==> src/dacx_pkg.sv <==
// Purpose: constants for the converter control and timing-error registers
// Assumes: 8-bit register port, byte-wide registers at their own offsets
// Notes:   reset values and field positions shared by design and tests
package dacx_pkg;

    // ----------------------------------------------------------------
    // register offsets
    // ----------------------------------------------------------------
    localparam logic [7:0] DACX_AUX_ONE_LO  = 8'h0d;
    localparam logic [7:0] DACX_AUX_ONE_CTL = 8'h0e;
    localparam logic [7:0] DACX_GAIN_LO     = 8'h0f;
    localparam logic [7:0] DACX_GAIN_HI     = 8'h10;
    localparam logic [7:0] DACX_AUX_TWO_LO  = 8'h11;
    localparam logic [7:0] DACX_AUX_TWO_CTL = 8'h12;
    localparam logic [7:0] DACX_RSV_FIRST   = 8'h13;
    localparam logic [7:0] DACX_RSV_LAST    = 8'h18;
    localparam logic [7:0] DACX_IRQ         = 8'h19;
    localparam logic [7:0] DACX_IRQ_CLR     = 8'h1a;
    localparam logic [7:0] DACX_REVISION    = 8'h1f;

    // ----------------------------------------------------------------
    // field positions
    // ----------------------------------------------------------------
    localparam int DACX_HI_MSB     = 1;
    localparam int DACX_NEG_BIT    = 7;
    localparam int DACX_SINK_BIT   = 6;
    localparam int DACX_PD_BIT     = 5;
    localparam int DACX_SLEEP_BIT  = 7;
    localparam int DACX_QPD_BIT    = 6;
    localparam int DACX_DERR_BIT   = 7;
    localparam int DACX_SERR_BIT   = 6;
    localparam int DACX_TYPE_BIT   = 4;
    localparam int DACX_DEN_BIT    = 3;
    localparam int DACX_SEN_BIT    = 2;
    localparam int DACX_LOOP_BIT   = 0;

    // ----------------------------------------------------------------
    // reset values
    // ----------------------------------------------------------------
    localparam logic [7:0] DACX_ZERO_RST    = 8'h00;
    localparam logic [1:0] DACX_GAIN_HI_RST = 2'h1;
    localparam logic [7:0] DACX_GAIN_LO_RST = 8'h7c;
    // arbitrary value, not a real part's revision
    localparam logic [7:0] DACX_REV_DEFAULT = 8'h01;

endpackage

==> src/dacx_regs.sv <==
// Purpose: second-channel gain, two auxiliary converters, timing-error irq
// Assumes: error detectors and sync input come from another clock domain
// Notes:   one-cycle read latency, no wait states, clock enable freezes all
//
// How it works
// - second gain is ten bits: high register bits 1:0, low register byte
// - aux one code ten bits, 0x0e bits 1:0 over 0x0d byte
// - aux one bit 7 picks negative output, bit 6 picks sinking
// - aux one bit 5 powers it down, resets to zero
// - aux two code ten bits, 0x12 bits 1:0 over 0x11, reset zero
// - aux two bit 7 picks negative output, bit 6 picks sinking
// - aux two bit 5 set powers it down, clear keeps it on
// - data-port timing violation sets irq bit 7
// - sync-input timing violation sets irq bit 6
// - both error flags stay set until cleared
// - reading the irq register clears flags; writes cannot set them
// - bit 4 gives violation kind: one setup, zero hold
// - bit 3 enables data error interrupt, reset masked
// - bit 2 enables sync error interrupt, reset masked
// - bit 0 loops outgoing sync back onto the sync input path
// - read-only revision byte at 0x1f
`timescale 1ns/1ns

module dacx_regs
    import dacx_pkg::*;
#(
    parameter logic [7:0] REVISION = DACX_REV_DEFAULT
) (
    // clock, reset, enable
    input  wire logic       i_clk_sys,
    input  wire logic       i_resetn,
    input  wire logic       i_clk_en,
    // register port
    input  wire logic [7:0] i_addr,
    input  wire logic [7:0] i_wdata,
    input  wire logic       i_wr,
    input  wire logic       i_rd,
    output logic      [7:0] o_rdata,
    // timing detectors and sync, foreign domain
    input  wire logic       i_data_err,
    input  wire logic       i_data_err_setup,
    input  wire logic       i_sync_err,
    input  wire logic       i_sync_in,
    // outgoing sync from local logic
    input  wire logic       i_sync_out,
    // second main channel
    output logic      [9:0] o_second_gain,
    output logic            o_second_sleep,
    output logic            o_second_pd,
    // auxiliary converter one
    output logic      [9:0] o_aux_one_code,
    output logic            o_aux_one_neg_out,
    output logic            o_aux_one_sink,
    output logic            o_aux_one_pd,
    // auxiliary converter two
    output logic      [9:0] o_aux_two_code,
    output logic            o_aux_two_neg_out,
    output logic            o_aux_two_sink,
    output logic            o_aux_two_pd,
    // sync path and interrupt
    output logic            o_sync_path,
    output logic            o_irq
);

    // ----------------------------------------------------------------
    // input synchronisers
    // ----------------------------------------------------------------
    logic [3:0] meta_reg;
    logic [3:0] sync_reg;

    always_ff @(posedge i_clk_sys) begin
        if (!i_resetn) begin
            meta_reg <= 4'h0;
            sync_reg <= 4'h0;
        end else if (i_clk_en) begin
            meta_reg <= {i_sync_in, i_data_err_setup, i_sync_err, i_data_err};
            sync_reg <= meta_reg;
        end
    end

    wire logic derr_s  = sync_reg[0];
    wire logic serr_s  = sync_reg[1];
    wire logic setup_s = sync_reg[2];
    wire logic syncr_s = sync_reg[3];

    // ----------------------------------------------------------------
    // decode
    // ----------------------------------------------------------------
    logic wr_en;
    logic rd_en;
    assign wr_en = i_clk_en && i_wr;
    assign rd_en = i_clk_en && i_rd;

    // ----------------------------------------------------------------
    // gain and auxiliary registers
    // ----------------------------------------------------------------
    logic [1:0] aux_one_ctl_hi;
    logic [1:0] aux_two_ctl_hi;

    always_ff @(posedge i_clk_sys) begin
        if (!i_resetn) begin
            o_second_gain  <= {DACX_GAIN_HI_RST, DACX_GAIN_LO_RST};
            o_second_sleep <= 1'b0;
            o_second_pd    <= 1'b0;
        end else if (wr_en && i_addr == DACX_GAIN_LO) begin
            o_second_gain[7:0] <= i_wdata;
        end else if (wr_en && i_addr == DACX_GAIN_HI) begin
            o_second_gain[9:8] <= i_wdata[DACX_HI_MSB:0];
            o_second_sleep     <= i_wdata[DACX_SLEEP_BIT];
            o_second_pd        <= i_wdata[DACX_QPD_BIT];
        end
    end

    always_ff @(posedge i_clk_sys) begin
        if (!i_resetn) begin
            o_aux_one_code    <= 10'h000;
            o_aux_one_neg_out <= 1'b0;
            o_aux_one_sink    <= 1'b0;
            o_aux_one_pd      <= 1'b0;
        end else if (wr_en && i_addr == DACX_AUX_ONE_LO) begin
            o_aux_one_code[7:0] <= i_wdata;
        end else if (wr_en && i_addr == DACX_AUX_ONE_CTL) begin
            o_aux_one_code[9:8] <= i_wdata[DACX_HI_MSB:0];
            o_aux_one_neg_out   <= i_wdata[DACX_NEG_BIT];
            o_aux_one_sink      <= i_wdata[DACX_SINK_BIT];
            o_aux_one_pd        <= i_wdata[DACX_PD_BIT];
        end
    end

    always_ff @(posedge i_clk_sys) begin
        if (!i_resetn) begin
            o_aux_two_code    <= 10'h000;
            o_aux_two_neg_out <= 1'b0;
            o_aux_two_sink    <= 1'b0;
            o_aux_two_pd      <= 1'b0;
        end else if (wr_en && i_addr == DACX_AUX_TWO_LO) begin
            o_aux_two_code[7:0] <= i_wdata;
        end else if (wr_en && i_addr == DACX_AUX_TWO_CTL) begin
            o_aux_two_code[9:8] <= i_wdata[DACX_HI_MSB:0];
            o_aux_two_neg_out   <= i_wdata[DACX_NEG_BIT];
            o_aux_two_sink      <= i_wdata[DACX_SINK_BIT];
            o_aux_two_pd        <= i_wdata[DACX_PD_BIT];
        end
    end

    assign aux_one_ctl_hi = o_aux_one_code[9:8];
    assign aux_two_ctl_hi = o_aux_two_code[9:8];

    // ----------------------------------------------------------------
    // timing-error flags
    // ----------------------------------------------------------------
    logic derr_reg;
    logic serr_reg;
    logic type_reg;
    logic den_reg;
    logic sen_reg;
    logic loop_reg;
    logic irq_rd;
    logic clr_wr;

    assign irq_rd = rd_en && i_addr == DACX_IRQ;
    assign clr_wr = wr_en && i_addr == DACX_IRQ_CLR;

    // a violation present in the clearing cycle keeps its flag set
    always_ff @(posedge i_clk_sys) begin
        if (!i_resetn) begin
            derr_reg <= 1'b0;
            type_reg <= 1'b0;
        end else if (i_clk_en) begin
            if (derr_s) begin
                derr_reg <= 1'b1;
                type_reg <= setup_s;
            end else if (irq_rd
                         || (clr_wr && i_wdata[DACX_DERR_BIT])) begin
                derr_reg <= 1'b0;
            end
        end
    end

    always_ff @(posedge i_clk_sys) begin
        if (!i_resetn) begin
            serr_reg <= 1'b0;
        end else if (i_clk_en) begin
            if (serr_s) begin
                serr_reg <= 1'b1;
            end else if (irq_rd
                         || (clr_wr && i_wdata[DACX_SERR_BIT])) begin
                serr_reg <= 1'b0;
            end
        end
    end

    // flags are read-only here: only enables and loopback are writable
    always_ff @(posedge i_clk_sys) begin
        if (!i_resetn) begin
            den_reg  <= 1'b0;
            sen_reg  <= 1'b0;
            loop_reg <= 1'b0;
        end else if (wr_en && i_addr == DACX_IRQ) begin
            den_reg  <= i_wdata[DACX_DEN_BIT];
            sen_reg  <= i_wdata[DACX_SEN_BIT];
            loop_reg <= i_wdata[DACX_LOOP_BIT];
        end
    end

    always_ff @(posedge i_clk_sys) begin
        if (!i_resetn) begin
            o_irq <= 1'b0;
        end else if (i_clk_en) begin
            // one cycle behind the flags, so the output is a flop
            o_irq <= (derr_reg && den_reg)
                     || (serr_reg && sen_reg);
        end
    end

    // ----------------------------------------------------------------
    // sync loopback
    // ----------------------------------------------------------------
    always_ff @(posedge i_clk_sys) begin
        if (!i_resetn) begin
            o_sync_path <= 1'b0;
        end else if (i_clk_en) begin
            o_sync_path <= loop_reg ? i_sync_out : syncr_s;
        end
    end

    // ----------------------------------------------------------------
    // read-back
    // ----------------------------------------------------------------
    logic [7:0] rd_mux;

    always_comb begin
        rd_mux = DACX_ZERO_RST;
        unique case (i_addr)
            DACX_AUX_ONE_LO:  rd_mux = o_aux_one_code[7:0];
            DACX_AUX_ONE_CTL: rd_mux = {o_aux_one_neg_out, o_aux_one_sink,
                                        o_aux_one_pd, 3'h0, aux_one_ctl_hi};
            DACX_GAIN_LO:     rd_mux = o_second_gain[7:0];
            DACX_GAIN_HI:     rd_mux = {o_second_sleep, o_second_pd, 4'h0,
                                        o_second_gain[9:8]};
            DACX_AUX_TWO_LO:  rd_mux = o_aux_two_code[7:0];
            DACX_AUX_TWO_CTL: rd_mux = {o_aux_two_neg_out, o_aux_two_sink,
                                        o_aux_two_pd, 3'h0, aux_two_ctl_hi};
            DACX_IRQ:         rd_mux = {derr_reg, serr_reg, 1'b0, type_reg,
                                        den_reg, sen_reg, 1'b0, loop_reg};
            DACX_REVISION:    rd_mux = REVISION;
            // reserved and unmapped addresses read zero
            default:          rd_mux = DACX_ZERO_RST;
        endcase
    end

    // data stand only in the cycle after the read strobe
    always_ff @(posedge i_clk_sys) begin
        if (!i_resetn) begin
            o_rdata <= DACX_ZERO_RST;
        end else if (i_clk_en) begin
            o_rdata <= i_rd ? rd_mux : DACX_ZERO_RST;
        end
    end

    // ----------------------------------------------------------------
    // checks
    // ----------------------------------------------------------------
    property p_gain_word;
        @(posedge i_clk_sys) disable iff (!i_resetn)
        (wr_en && i_addr == DACX_GAIN_HI)
            |=> o_second_gain[9:8] == $past(i_wdata[1:0])
                && $stable(o_second_gain[7:0]);
    endproperty
    a_gain_word: assert property (p_gain_word)
        else $error("second gain high bits not loaded");

    property p_aux_one_ctl;
        @(posedge i_clk_sys) disable iff (!i_resetn)
        (wr_en && i_addr == DACX_AUX_ONE_CTL)
            |=> {o_aux_one_neg_out, o_aux_one_sink, o_aux_one_pd,
                 o_aux_one_code[9:8]}
                == {$past(i_wdata[7:5]), $past(i_wdata[1:0])};
    endproperty
    a_aux_one_ctl: assert property (p_aux_one_ctl)
        else $error("aux one control fields wrong");

    property p_aux_two_lo;
        @(posedge i_clk_sys) disable iff (!i_resetn)
        (wr_en && i_addr == DACX_AUX_TWO_LO)
            |=> o_aux_two_code[7:0] == $past(i_wdata)
                && $stable(o_aux_two_pd);
    endproperty
    a_aux_two_lo: assert property (p_aux_two_lo)
        else $error("aux two low byte not loaded");

    property p_aux_two_pd;
        @(posedge i_clk_sys) disable iff (!i_resetn)
        (wr_en && i_addr == DACX_AUX_TWO_CTL)
            |=> o_aux_two_pd == $past(i_wdata[5])
                && o_aux_two_neg_out == $past(i_wdata[7]);
    endproperty
    a_aux_two_pd: assert property (p_aux_two_pd)
        else $error("aux two power-down wrong");

    property p_derr_set;
        @(posedge i_clk_sys) disable iff (!i_resetn)
        (i_clk_en && i_data_err) ##1 i_clk_en ##1 i_clk_en
            |=> derr_reg && type_reg == $past(setup_s);
    endproperty
    a_derr_set: assert property (p_derr_set)
        else $error("data error flag not set");

    property p_serr_sticky;
        @(posedge i_clk_sys) disable iff (!i_resetn)
        (serr_reg && !irq_rd && !clr_wr) |=> serr_reg;
    endproperty
    a_serr_sticky: assert property (p_serr_sticky)
        else $error("sync error flag dropped");

    property p_read_clears;
        @(posedge i_clk_sys) disable iff (!i_resetn)
        (irq_rd && !derr_s && !serr_s)
            |=> !derr_reg && !serr_reg ##1 o_irq == 1'b0;
    endproperty
    a_read_clears: assert property (p_read_clears)
        else $error("irq read did not clear flags");

    property p_irq_mask;
        @(posedge i_clk_sys) disable iff (!i_resetn)
        (i_clk_en && !den_reg && !sen_reg) |=> !o_irq;
    endproperty
    a_irq_mask: assert property (p_irq_mask)
        else $error("masked error raised irq");

    property p_loopback;
        @(posedge i_clk_sys) disable iff (!i_resetn)
        (i_clk_en && loop_reg) |=> o_sync_path == $past(i_sync_out);
    endproperty
    a_loopback: assert property (p_loopback)
        else $error("sync loopback path wrong");

    property p_reserved;
        @(posedge i_clk_sys) disable iff (!i_resetn)
        (rd_en && i_addr >= DACX_RSV_FIRST && i_addr <= DACX_RSV_LAST)
            |=> o_rdata == 8'h00;
    endproperty
    a_reserved: assert property (p_reserved)
        else $error("reserved address read non-zero");

    property p_revision;
        @(posedge i_clk_sys) disable iff (!i_resetn)
        (rd_en && i_addr == DACX_REVISION) |=> o_rdata == REVISION;
    endproperty
    a_revision: assert property (p_revision)
        else $error("revision read wrong");

    property p_aux_one_lo;
        @(posedge i_clk_sys) disable iff (!i_resetn)
        (wr_en && i_addr == DACX_AUX_ONE_LO)
            |=> o_aux_one_code[7:0] == $past(i_wdata)
                && $stable(o_aux_one_code[9:8]);
    endproperty
    a_aux_one_lo: assert property (p_aux_one_lo)
        else $error("aux one low byte not loaded");

    property p_aux_two_ctl;
        @(posedge i_clk_sys) disable iff (!i_resetn)
        (wr_en && i_addr == DACX_AUX_TWO_CTL)
            |=> o_aux_two_sink == $past(i_wdata[6])
                && o_aux_two_code[9:8] == $past(i_wdata[1:0]);
    endproperty
    a_aux_two_ctl: assert property (p_aux_two_ctl)
        else $error("aux two sink or high bits wrong");

endmodule

==> config.mk <==
export PLATFORM = sky130hd
export DESIGN_NAME = dacx_regs
export DESIGN_NICKNAME = d
export VERILOG_FILES = /design/src/dacx_pkg.sv /design/src/dacx_regs.sv
export SDC_FILE = /design/constraint.sdc
export NUM_CORES = 1
export LEC_CHECK = 0
export ABC_CLOCK_PERIOD_IN_PS = 1960
export BUFFER_PORTS_ARGS = -buffer_cell sky130_fd_sc_hd__buf_4
export CAP_MARGIN = 20
export CELL_PAD_IN_SITES_DETAIL_PLACEMENT = 0
export CELL_PAD_IN_SITES_GLOBAL_PLACEMENT = 2
export CORE_MARGIN = 2
export CORE_UTILIZATION = 32
export DETAILED_ROUTE_END_ITERATION = 10
export PLACE_DENSITY = 0.9
export SYNTH_ARGS = -nofsm -noshare
export SYNTH_HDL_FRONTEND = slang
export SYNTH_SLANG_ARGS = --single-unit
==> constraint.sdc <==
create_clock -name i_clk_sys -period 1.96 [get_ports i_clk_sys]
set_input_delay 0 -clock i_clk_sys [delete_from_list [all_inputs] [get_ports i_clk_sys]]
set_output_delay 0 -clock i_clk_sys [all_outputs]
set_load 0.02 [all_outputs]
# After elaboration in Yosys (flattened, before gate mapping)
# Cells that the tools add are included.
# W data, S select, Z words.
dict set report totals {
  out_inout_bits 48
  word_cells 70
  inputBits 26
  ff_bits 62
}
dict set report op_classes {
  mux 7
  eq_ne 9
  bitwise_logic 3
  n_reduce_logical 26
}
# op count
set op_table {}
lappend op_table {{$pmux W8 S8} 1}
lappend op_table {{$eq A8 B5 Y1 const B} 6}
lappend op_table {{$eq A8 B4 Y1 const B} 3}
lappend op_table {{$logic_and A1 B1 Y1} 15}
lappend op_table {{$reduce_and A2 Y1} 6}
lappend op_table {{$mux W8} 1}
lappend op_table {{$mux W1} 5}
lappend op_table {{$reduce_bool A2 Y1} 2}
lappend op_table {{$logic_or A1 B1 Y1} 3}
lappend op_table {{$not A1 Y1} 3}

# Longest topological paths before layout
# Gate-level depths: netlist of run 1.
dict set report depth {
  word_depth 6
  mapped_depth 6
  depth_no_buf 4
}

# Worst setup path after synthesis of run 1
# OpenSTA, ideal clock, no wires.
dict set report synth_path {
  path_kind {input-to-reg}
  start {in i_addr[5]}
  end {reg o_aux_one_code[1]}
  stages 6
  setup_time_ps 72
  t_arrival_ps 1606
  n_path_buf 2
  required_time_ps 1888
  slack_ps 282
  cell_sequence {or3_1 buf_6 or3_1 buf_6 nor3_4 mux2i_1}
}
dict set report synth_between {
  elab_chain_len 2
}
# item line_no
set synth_lines {}
lappend synth_lines {{start, declared} dacx_regs.sv:34} ;# input wire logic [7:0] i_addr,
lappend synth_lines {{$eq A8 B4 Y1} dacx_regs.sv:120} ;# end else if (wr_en && i_addr == DACX_AUX_ONE_LO) begin
lappend synth_lines {{$logic_and A1 B1 Y1} dacx_regs.sv:120}
lappend synth_lines {{end signal, assigned} dacx_regs.sv:121} ;# o_aux_one_code[7:0] <= i_wdata;
lappend synth_lines {{end, declared} dacx_regs.sv:51} ;# output logic [9:0] o_aux_one_code,
# Every way passes these cells.
# A chain may end at the register's enable or synchronous reset.

# Worst setup path after layout of run 1
dict set report layout_path {
  start {in i_addr[5]}
  end {reg o_second_gain[6]}
}
dict set report layout_between {
  elab_chain_len 2
}
# item line_no
set layout_lines {}
lappend layout_lines {{$eq A8 B4 Y1} dacx_regs.sv:105} ;# end else if (wr_en && i_addr == DACX_GAIN_LO) begin
lappend layout_lines {{$logic_and A1 B1 Y1} dacx_regs.sv:105}
lappend layout_lines {{end signal, assigned} dacx_regs.sv:102} ;# o_second_gain <= {DACX_GAIN_HI_RST, DACX_GAIN_LO_RST};
lappend layout_lines {{end signal, assigned} dacx_regs.sv:106} ;# o_second_gain[7:0] <= i_wdata;
lappend layout_lines {{end, declared} dacx_regs.sv:47} ;# output logic [9:0] o_second_gain,
# Every way passes these cells.

==> results of run 1 <==
==> path summary, 6_finish.rpt <==
path | endpoint | slack (ns) | depth (start not counted)
setup / recovery | o_second_gain[6]$_SDFFE_PN1N_ | 0.25 | 7
hold / removal | o_sync_path$_SDFFE_PN0P_ | 0.02 | 4
setup reg to reg | o_rdata[5]$_SDFFE_PN0P_ | 0.73 | 4
hold reg to reg | type_reg$_SDFFE_PN0P_ | 0.47 | 2
==> power by group through the flow <==
| stage | Clock (mW) | Combinational (mW) | Sequential, mW |
|---|---|---|---|
| after floorplan | 0 | 0.116 | 1.31 |
| after global placement | 0 | 0.201 | 1.31 |
| after detailed placement | 0 | 0.202 | 1.31 |
| after CTS | 0.991 | 0.218 | 1.28 |
| after global routing | 1.04 | 0.238 | 1.28 |
| final | 0.960 | 0.219 | 1.28 |
==> cell families (layout without fill, tap and decap cells) <==
kind of cell / Yosys count / after routing
flops: 62 / 62
mux: 67 / 67
compound gates: 39 / 39
simple gates: 93 / 93
buf+inv: 22 / 115
==> metal layers <==
layer | GRT usage (%) | vias to the layer above | routed length, um
met3 | 3.51 | 11 | 439
met2 | 25.4 | 78 | 3500
li1 | - | 1196 | -
met4 | 5.77 | 0 | 86
met5 | 0 | - | 0
met1 | 24.2 | 1204 | 3970
==> cells in the mapped netlist (2+ instances only) <==
library cell  instances
mux2i_1              63
dfxtp_1              62
nand2_1              56
nor2b_1              17
clkbuf_1             13
a22oi_1               6
a22o_1                5
o22ai_1               5
a21boi_0              4
mux2_2                4
a32o_1                3
buf_1                 3
buf_2                 3
nor4_1                3
o211a_1               3
o32a_1                3
o32ai_1               3
or3_1                 3
a32oi_1               2
buf_6                 2
nand2b_1              2
nand3_1               2
o31ai_1               2
==> cells in the final DEF, fill, tap and decap left out, types with 3 or more instances in the layout <==
cell type	n
buf_4	86
mux2i_1	63
dfxtp_1	62
nand2_1	56
nor2b_1	17
dlygate4sd3_1	12
clkbuf_8	10
a22oi_1	6
o22ai_1	5
a22o_1	5
a21boi_0	4
mux2_2	4
or3_1	3
nor4_1	3
o211a_1	3
o32a_1	3
o32ai_1	3
a32o_1	3
clkinv_2	3
==> worst max-delay path, delay by kind of cell <==
family | cells | cell delay (ns)
mux | 1 | 0.20
buf+inv | 3 | 0.89
simple gates | 3 | 0.85
==> layout make-up <==
class / instances / area (um2) / share of cell area, %
multi-input cells: 199 / 1480 / 39.0
flip-flops and latches: 62 / 1240 / 32.7
clock buffers: 12 / 145 / 3.83
repair buffers: 98 / 766 / 20.2
inverters: 1 / 3.75 / 0.0990
well taps: 108 / 135 / 3.56
clock inverters: 4 / 22.5 / 0.594
==> what timing repair did <==
action,CTS,global route
hold buffers,12,0
resized for setup,0,0
buffers inserted,0,0
endpoints found under the hold margin,19,0
==> per-stage QoR <==
stage / util [%] / std cells / setup slack [ns]
CTS: 43.9 / 484 / 0.278
detailed placement: 40.6 / 456 / 0.0307
global route: 43.9 / 484 / 0.167
global placement: 40.6 / 456 / 0.117
floorplan: - / 283 / 0.282
finish: 43.9 / 484 / 0.246
==> impl_metrics.json, run 1 <==
{
  "swShare_pct": 24.4,
  "synth-simple-area-share_pct": 16.9,
  "fillCellCount": 853,
  "ant_nets": 0,
  "cellLeakagePower_nw": 1.61,
  "drv_slew": 0,
  "fin_hold_ws_ns": 0.0166,
  "die_h_um": 97.9,
  "grt_pass1_vias": 2413,
  "clock_path_buffers": 2,
  "switching_power_mw": 0.599,
  "grt_first_pass_wirelength_mm": 12.8,
  "placementRows": 34,
  "crit_slowest_cell": "dlygate4sd3_1",
  "seqPwrFrac_pct": 52.0,
  "powerDensity_mw_per_mm2": 648,
  "firstDrtPassIters": 4,
  "fin_crit_ns": 1.71,
  "path_common_cell": "buf_4",
  "synthArstFlopShare_pct": 0,
  "syn_nets": 309,
  "hold_viol": 0,
  "syn_to_final_growth_pct": 34.4,
  "post_drt_wl_per_cell_um": 16.5,
  "grt_usage_pct": 17.0,
  "path_cells": "buf_4 -> or3_1 -> nor4_2 -> buf_4 -> mux2i_1 -> nand2_1 -> dlygate4sd3_1",
  "die_w_um": 97.9,
  "clock-sinks": 62,
  "drcViolationCount": 0,
  "n_antenna_cell": 0,
  "synth_edf_count": 0,
  "tightest_slew_ns": 0.556,
  "synth_top_family_by_area": "multiplexers",
  "io_pins": 74,
  "die_area_mm2": 0.00958,
  "antenna_found_initial": 0,
  "netlist_instances": 283,
  "clock_latency_ns": 0.33,
  "grt_max_degree": 32,
  "cts_tree": "done",
  "endpoint_kind": "flip-flop",
  "worstPathArrival_ns": 1.93,
  "cp-startpoint": "i_addr[5]",
  "ys_seq_area_share_pct": 44.0,
  "synth_area_leaders": "dfxtp_1, mux2i_1, nand2_1",
  "dr_total_vias": 2489,
  "combPwrFrac_pct": 8.9,
  "synth_cell_types": 37,
  "htree_levels": 3,
  "drive_gt1_share_pct": 29.0,
  "drt_iter0_markers": 183,
  "max_cap_viol_count": 0,
  "grt_overflow": 0,
  "fin_crit_sh_pct": 87.5,
  "startpoint_type": "primary input",
  "hp-start": "i_sync_out",
  "synth.ff_latch_count": 62,
  "internal_power_mw": 1.86,
  "rsz0062_at_grt": "no",
  "clockPowerShare_pct": 39.1,
  "fmax_mhz": 583,
  "initial_utilization_pct": 32.7,
  "dpl.hpwl_mm": 5.78,
  "syn_avg_cell_area_um2": 9.97,
  "cts_buffers": 9,
  "place.gp.congestion": 0.796,
  "yosysTopAreaCell": "dfxtp_1",
  "r2r_start": "o_aux_one_code[5]$_SDFFE_PN0N_",
  "synth_top_area_share_pct": 44.0,
  "final_area_mm2": 0.00379,
  "synth_mux_area_share_pct": 23.9,
  "hold_path.class": "in -> reg",
  "yosys_warnings": 0,
  "reg_top3": "o_aux_one_code (10), o_aux_two_code (10), o_second_gain (10)",
  "setup_tns_ns": 0,
  "syn-cell-area_mm2": 0.00282,
  "relSlewSlack_pct": 62.8,
  "cp_max_fo": 6,
  "peakVddDrop_v": 0.000256,
  "required_ns": 2.18,
  "coreArea_mm2": 0.00864,
  "placed_area_mm2": 0.00350,
  "finalWirelength_mm": 8.00,
  "criticalPathCategory": "in -> reg",
  "synth-adder-area-share_pct": 0,
  "setup_violations": 0,
  "nNetsFinal": 397,
  "clockRootBuffer": "clkbuf_8",
  "fin_skew_ns": 0.00475,
  "io_buffers": 73,
  "clkSlewWorstSetupHoldPaths_ns": 0.06,
  "synth-main-ff-cell": "dfxtp_1",
  "crit_path_max_incr_delay_ns": 0.56,
  "via_per_inst": 5.14,
  "synthXorXnorAreaFrac_pct": 0,
  "finalPower_mw": 2.46,
  "synth-compound-area-share_pct": 11.6,
  "outcome": "completed"
}
Note: power is estimated with default switching activity, not from simulation.
==> run 2, diff against run 1 <==
==> config.mk (replaced) <==
export PLATFORM = sky130hd
export DESIGN_NAME = dacx_regs
export DESIGN_NICKNAME = d
export VERILOG_FILES = /design/src/dacx_pkg.sv /design/src/dacx_regs.sv
export SDC_FILE = /design/constraint.sdc
export NUM_CORES = 1
export LEC_CHECK = 0
export ABC_CLOCK_PERIOD_IN_PS = 2200
export BUFFER_PORTS_ARGS = -buffer_cell sky130_fd_sc_hd__buf_4
export CAP_MARGIN = 20
export CELL_PAD_IN_SITES_DETAIL_PLACEMENT = 0
export CELL_PAD_IN_SITES_GLOBAL_PLACEMENT = 2
export CORE_MARGIN = 2
export CORE_UTILIZATION = 34
export DETAILED_ROUTE_END_ITERATION = 10
export PLACE_DENSITY = 0.94
export SYNTH_ARGS = -nofsm -noshare
export SYNTH_HDL_FRONTEND = slang
export SYNTH_SLANG_ARGS = --single-unit
==> constraint.sdc (replaced) <==
create_clock -name i_clk_sys -period 2.2 [get_ports i_clk_sys]
set_input_delay 0 -clock i_clk_sys [delete_from_list [all_inputs] [get_ports i_clk_sys]]
set_output_delay 0 -clock i_clk_sys [all_outputs]
set_load 0.02 [all_outputs]
==> impl_metrics.json, run 2 (synthesis results as in run 1) <==
{
  "rr_worst_depth": 4,
  "io_pins": 74,
  "via_per_inst": 5.11,
  "combPwrFrac_pct": 8.8,
  "initial_utilization_pct": 34.7,
  "coreArea_mm2": 0.00813,
  "die_h_um": 95.1,
  "cp_num_buf_inv": 2,
  "powerDensity_mw_per_mm2": 585,
  "drive_gt1_share_pct": 27.6,
  "path_cells": "buf_4 -> or3_1 -> or3_1 -> nor3_4 -> buf_4 -> mux2i_1",
  "grt_max_degree": 37,
  "firstDrtPassIters": 4,
  "rsz0062_at_grt": "no",
  "clock-sinks": 62,
  "setup_violations": 0,
  "finalWirelength_mm": 7.76,
  "nNetsFinal": 389,
  "internal_power_mw": 1.64,
  "cts_buffers": 9,
  "peakVddDrop_v": 0.000288,
  "die_area_mm2": 0.00904,
  "fin_skew_ns": 0.00752,
  "relSlewSlack_pct": 62.2,
  "switching_power_mw": 0.530,
  "clock_path_buffers": 2,
  "swShare_pct": 24.4,
  "endpoint_kind": "flip-flop",
  "required_ns": 2.47,
  "tightest_slew_ns": 0.566,
  "fin_crit_sh_pct": 68.1,
  "drv_slew": 0,
  "die_w_um": 95.1,
  "fillCellCount": 771,
  "crit_path_max_incr_delay_ns": 0.59,
  "setup_tns_ns": 0,
  "dpl.hpwl_mm": 5.56,
  "crit_slowest_cell": "or3_1",
  "layout_commonest_cell": "buf_4",
  "post_drt_wl_per_cell_um": 16.5,
  "clockPowerShare_pct": 38.8,
  "cellLeakagePower_nw": 1.57,
  "clkSlewWorstSetupHoldPaths_ns": 0.06,
  "drt_iter0_markers": 160,
  "startpoint_type": "primary input",
  "hold_viol": 0,
  "grt_pass1_vias": 2267,
  "critical-path-top-delay-family": "simple AND/OR/NAND/NOR gates",
  "clockRootBuffer": "clkbuf_8",
  "fmax_mhz": 667,
  "grt_first_pass_wirelength_mm": 12.3,
  "worstPathArrival_ns": 1.77,
  "fin_crit_ns": 1.50,
  "cts_tree": "done",
  "criticalPathCategory": "in -> reg",
  "htree_levels": 3,
  "io_buffers": 73,
  "ant_nets": 0,
  "holdPathStages": 4,
  "outcome": "completed",
  "antenna_found_initial": 0,
  "fin_hold_ws_ns": 0.0132,
  "final_cell_mix": "buf_4, mux2i_1, dfxtp_1, nand2_1, nor2b_1",
  "drcViolationCount": 0,
  "syn_to_final_growth_pct": 31.5,
  "path_depth": 6,
  "reg_top3": "o_aux_one_code (10), o_aux_two_code (10), o_second_gain (10)",
  "cp_max_fo": 10,
  "place.gp.congestion": 0.860,
  "placementRows": 33,
  "grt_overflow": 0,
  "n_antenna_cell": 0,
  "seqPwrFrac_pct": 52.4,
  "max_cap_viol_count": 0,
  "grt_usage_pct": 18.0,
  "dr_total_vias": 2405,
  "clock_latency_ns": 0.34,
  "hold_path.class": "in -> reg"
}
==> run 2: cell type report <==
cell class	count	area [um2]	area share, %
clock buffer	12	145	3.91
clock inverter	2	10.0	0.270
inverter	1	3.75	0.101
multi-input combinational	199	1480	39.9
sequential	62	1240	33.4
tap	105	131	3.54
timing repair buffer	90	701	18.9
==> run 2: metal layers <==
layer | track usage, % | share of wire (%) | vias to the layer above
met5 | 0 | 0 | -
met4 | 4.71 | 1.2 | 0
met3 | 5.22 | 5.4 | 7
met2 | 27.5 | 46 | 75
met1 | 24.8 | 47 | 1146
li1 | - | - | 1177
==> run 2: final timing paths <==
kind | start | to | slack, ns
worst max register to register | o_second_gain[5]$_SDFFE_PN1N_ | o_rdata[5]$_SDFFE_PN0P_ | 0.94
worst min register to register | type_reg$_SDFFE_PN0P_ | type_reg$_SDFFE_PN0P_ | 0.47
worst min-delay path | i_sync_out | o_sync_path$_SDFFE_PN0P_ | 0.01
worst max-delay path | i_addr[5] | o_aux_one_code[6]$_SDFFE_PN0N_ | 0.70
==> run 2: what timing repair did <==
action / in CTS / in global routing
resized for setup: 0 / 0
setup endpoints to repair: 0 / 0
buffers inserted: 0 / 0
hold endpoints to repair: 19 / 0
hold buffers: 10 / 0
==> run 2: worst min-delay path, stage by stage <==
cell and delay (ns):
buf_4 0.07, mux2i_1 0.05, nand2_1 0.06, o211a_1 0.13
==> run 2: power groups by stage <==
stage / sequential, mW / combinational (mW) / clock [mW]
2_1_floorplan: 1.16 / 0.103 / 0
3_3_place_gp: 1.16 / 0.176 / 0
3_5_place_dp: 1.16 / 0.177 / 0
4_1_cts: 1.14 / 0.191 / 0.860
5_1_grt: 1.14 / 0.207 / 0.910
6_report: 1.14 / 0.191 / 0.844
==> run 2: through the flow <==
step                worst slack (ns)  std cells  area (um2)  util (%)  total power [mW]
floorplan                      0.522        283        2820         -              1.27
global placement               0.333        447        3460      42.5              1.34
detailed placement             0.354        447        3460      42.5              1.34
CTS                            0.710        471        3710      45.6              2.19
global route                   0.544        471        3710      45.6              2.26
finish                         0.701        471        3710      45.6              2.17
==> run 3, diff against run 2 <==
==> config.mk (replaced) <==
export PLATFORM = sky130hd
export DESIGN_NAME = dacx_regs
export DESIGN_NICKNAME = d
export VERILOG_FILES = /design/src/dacx_pkg.sv /design/src/dacx_regs.sv
export SDC_FILE = /design/constraint.sdc
export NUM_CORES = 1
export LEC_CHECK = 0
export ABC_AREA = 1
export ABC_CLOCK_PERIOD_IN_PS = 1400
export BUFFER_PORTS_ARGS = -buffer_cell sky130_fd_sc_hd__buf_4
export CAP_MARGIN = 20
export CELL_PAD_IN_SITES_DETAIL_PLACEMENT = 0
export CELL_PAD_IN_SITES_GLOBAL_PLACEMENT = 2
export CORE_MARGIN = 2
export CORE_UTILIZATION = 29
export DETAILED_ROUTE_END_ITERATION = 10
export PLACE_DENSITY = 0.91
export SYNTH_ARGS = -nofsm -noshare
export SYNTH_HDL_FRONTEND = slang
export SYNTH_SLANG_ARGS = --single-unit
==> constraint.sdc (replaced) <==
create_clock -name i_clk_sys -period 1.4 [get_ports i_clk_sys]
set_input_delay 0 -clock i_clk_sys [delete_from_list [all_inputs] [get_ports i_clk_sys]]
set_output_delay 0 -clock i_clk_sys [all_outputs]
set_load 0.02 [all_outputs]
==> impl_metrics.json, run 3 <==
{
  "drive_gt1_share_pct": 25.6,
  "syn-cell-area_mm2": 0.00283,
  "cellLeakagePower_nw": 1.69,
  "holdPathStages": 3,
  "die_h_um": 103,
  "startpoint_type": "flip-flop",
  "final_cell_mix": "buf_4, dfxtp_1, nand3_1, nand2_1, a21oi_1",
  "peakVddDrop_v": 0.000387,
  "htree_levels": 3,
  "grt_overflow": 0,
  "synth.ff_latch_count": 62,
  "ys_seq_area_share_pct": 43.9,
  "fin_hold_ws_ns": 0.0106,
  "synth-main-ff-cell": "dfxtp_1",
  "drt_iter0_markers": 113,
  "fmax_mhz": 996,
  "n_antenna_cell": 0,
  "powerDensity_mw_per_mm2": 973,
  "io_buffers": 73,
  "cts_tree": "done",
  "tightest_slew_ns": 0.426,
  "clock-sinks": 62,
  "rsz0062_at_grt": "no",
  "finalPower_mw": 3.78,
  "cts.repair.resized": 0,
  "setup_tns_ns": 0,
  "nNetsFinal": 503,
  "yosys_warnings": 0,
  "hp-start": "i_wdata[6]",
  "drv_slew": 0,
  "coreArea_mm2": 0.00964,
  "grt_first_pass_wirelength_mm": 14.0,
  "synth_area_leaders": "dfxtp_1, nand3_1, a21oi_1",
  "fillCellCount": 1028,
  "clock_latency_ns": 0.34,
  "ant_nets": 0,
  "grt_pass1_vias": 2654,
  "whs_endpoint": "o_second_pd$_SDFFE_PN0P_",
  "syn_nets": 414,
  "relSlewSlack_pct": 71.5,
  "fin_crit_sh_pct": 71.7,
  "initial_utilization_pct": 29.4,
  "final_util_pct": 40.3,
  "outcome": "completed",
  "yosys-top-cells-count": "dfxtp_1, nand3_1, nand2_1, a21oi_1, inv_1",
  "criticalPathCategory": "reg -> reg",
  "post-synth-top-count-cell": "dfxtp_1",
  "r2r_slack_ns": 0.40,
  "yosysTopAreaCell": "dfxtp_1",
  "dpl.hpwl_mm": 6.62,
  "synthArstFlopShare_pct": 0,
  "firstDrtPassIters": 6,
  "dr_total_vias": 2858,
  "placed_area_mm2": 0.00353,
  "place.gp.congestion": 0.830,
  "die_w_um": 103,
  "max_cap_viol_count": 0,
  "clock_path_buffers": 2,
  "reg_top3": "o_aux_one_code (10), o_aux_two_code (10), o_second_gain (10)",
  "synth_top_area_share_pct": 43.9,
  "hold_path.class": "in -> reg",
  "fin_skew_ns": 0.00577,
  "netlist_instances": 388,
  "grt_max_degree": 31,
  "io_pins": 74,
  "cp_max_fo": 3,
  "antenna_found_initial": 0,
  "grt_usage_pct": 17.4,
  "die_area_mm2": 0.0106,
  "synth_edf_count": 0,
  "syn_to_final_growth_pct": 37.3,
  "r2r_start": "o_aux_one_code[1]$_SDFFE_PN0N_",
  "hold_viol": 0,
  "synth_cell_types": 25,
  "via_per_inst": 4.65,
  "finalWirelength_mm": 8.85,
  "drcViolationCount": 0,
  "clockRootBuffer": "clkbuf_8",
  "rr_worst_depth": 6,
  "cts_buffers": 9,
  "endpoint_kind": "flip-flop",
  "final_area_mm2": 0.00388,
  "placementRows": 36,
  "worstPathArrival_ns": 1.22,
  "fin_crit_ns": 1.00,
  "layout_commonest_cell": "buf_4",
  "syn_avg_cell_area_um2": 7.29,
  "clkSlewWorstSetupHoldPaths_ns": 0.07,
  "post_drt_wl_per_cell_um": 14.4,
  "required_ns": 1.62,
  "r2r_end": "o_rdata[1]$_SDFFE_PN0P_",
  "setup_violations": 0
}
-- run 3: kinds of logic after synthesis --
family	after synthesis	synth area share [%]
simple gates	164	29.2
compound gates	97	17.5
buf+inv	65	9.50
flops	62	43.9
-- run 3: worst max path at each step --
stage,from,endpoint,slack [ns]
3_3_place_gp,i_addr[2],o_second_gain[9]$_SDFFE_PN0P_,0.07
4_1_cts,o_aux_one_code[0]$_SDFFE_PN0N_,o_rdata[0]$_SDFFE_PN0P_,0.41
2_1_floorplan,i_addr[5],o_aux_two_code[6]$_SDFFE_PN0N_,0.38
3_5_place_dp,i_addr[2],o_second_sleep$_SDFFE_PN0P_,0.04
6_report,o_aux_one_code[1]$_SDFFE_PN0N_,o_rdata[1]$_SDFFE_PN0P_,0.40
5_1_grt,i_addr[2],o_second_gain[9]$_SDFFE_PN0P_,0.27
-- run 3: routing by layer --
metal	vias up	GRT usage, %	wire length [um]
li1	1459	-	-
met1	1330	23.6	4190
met2	64	28.0	4240
met3	5	3.80	365
met4	0	4.86	61
met5	-	0	0
-- run 3: report_power, final --
group | switching [mW] | internal [mW]
Clock | 0.707 | 0.955
Sequential | 0.0146 | 1.79
Combinational | 0.185 | 0.132
-- run 3: stage by stage --
stage / instances / worst slack (ns)
floorplan: 388 / 0.382
global placement: 584 / 0.0717
detailed placement: 584 / 0.0427
CTS: 613 / 0.406
global route: 614 / 0.274
finish: 614 / 0.396
-- run 3: area by class of cell --
| cell class | instances | area [um2] | area share (%) |
|---|---|---|---|
| multi-input cells | 261 | 1320 | 34.0 |
| flip-flops and latches | 62 | 1240 | 31.9 |
| repair buffers | 96 | 771 | 19.8 |
| inverters | 47 | 176 | 4.54 |
| well taps | 133 | 166 | 4.28 |
| clock buffers | 12 | 165 | 4.25 |
| clock inverters | 3 | 42.5 | 1.10 |
-- run 3: what timing repair did --
| action | 4_1_cts | 5_1_grt |
|---|---|---|
| setup buffers | 0 | 0 |
| hold buffers | 14 | 1 |
| endpoints found under the hold margin | 42 | 2 |
-- run 3: worst max-delay path, cell delays in order (launching register included) --
cell,delay (ns)
dfxtp_1,0.34
nand3_1,0.08
nand2_1,0.06
nor2_1,0.17
nand2_1,0.09
nand3_1,0.08
a21oi_1,0.06
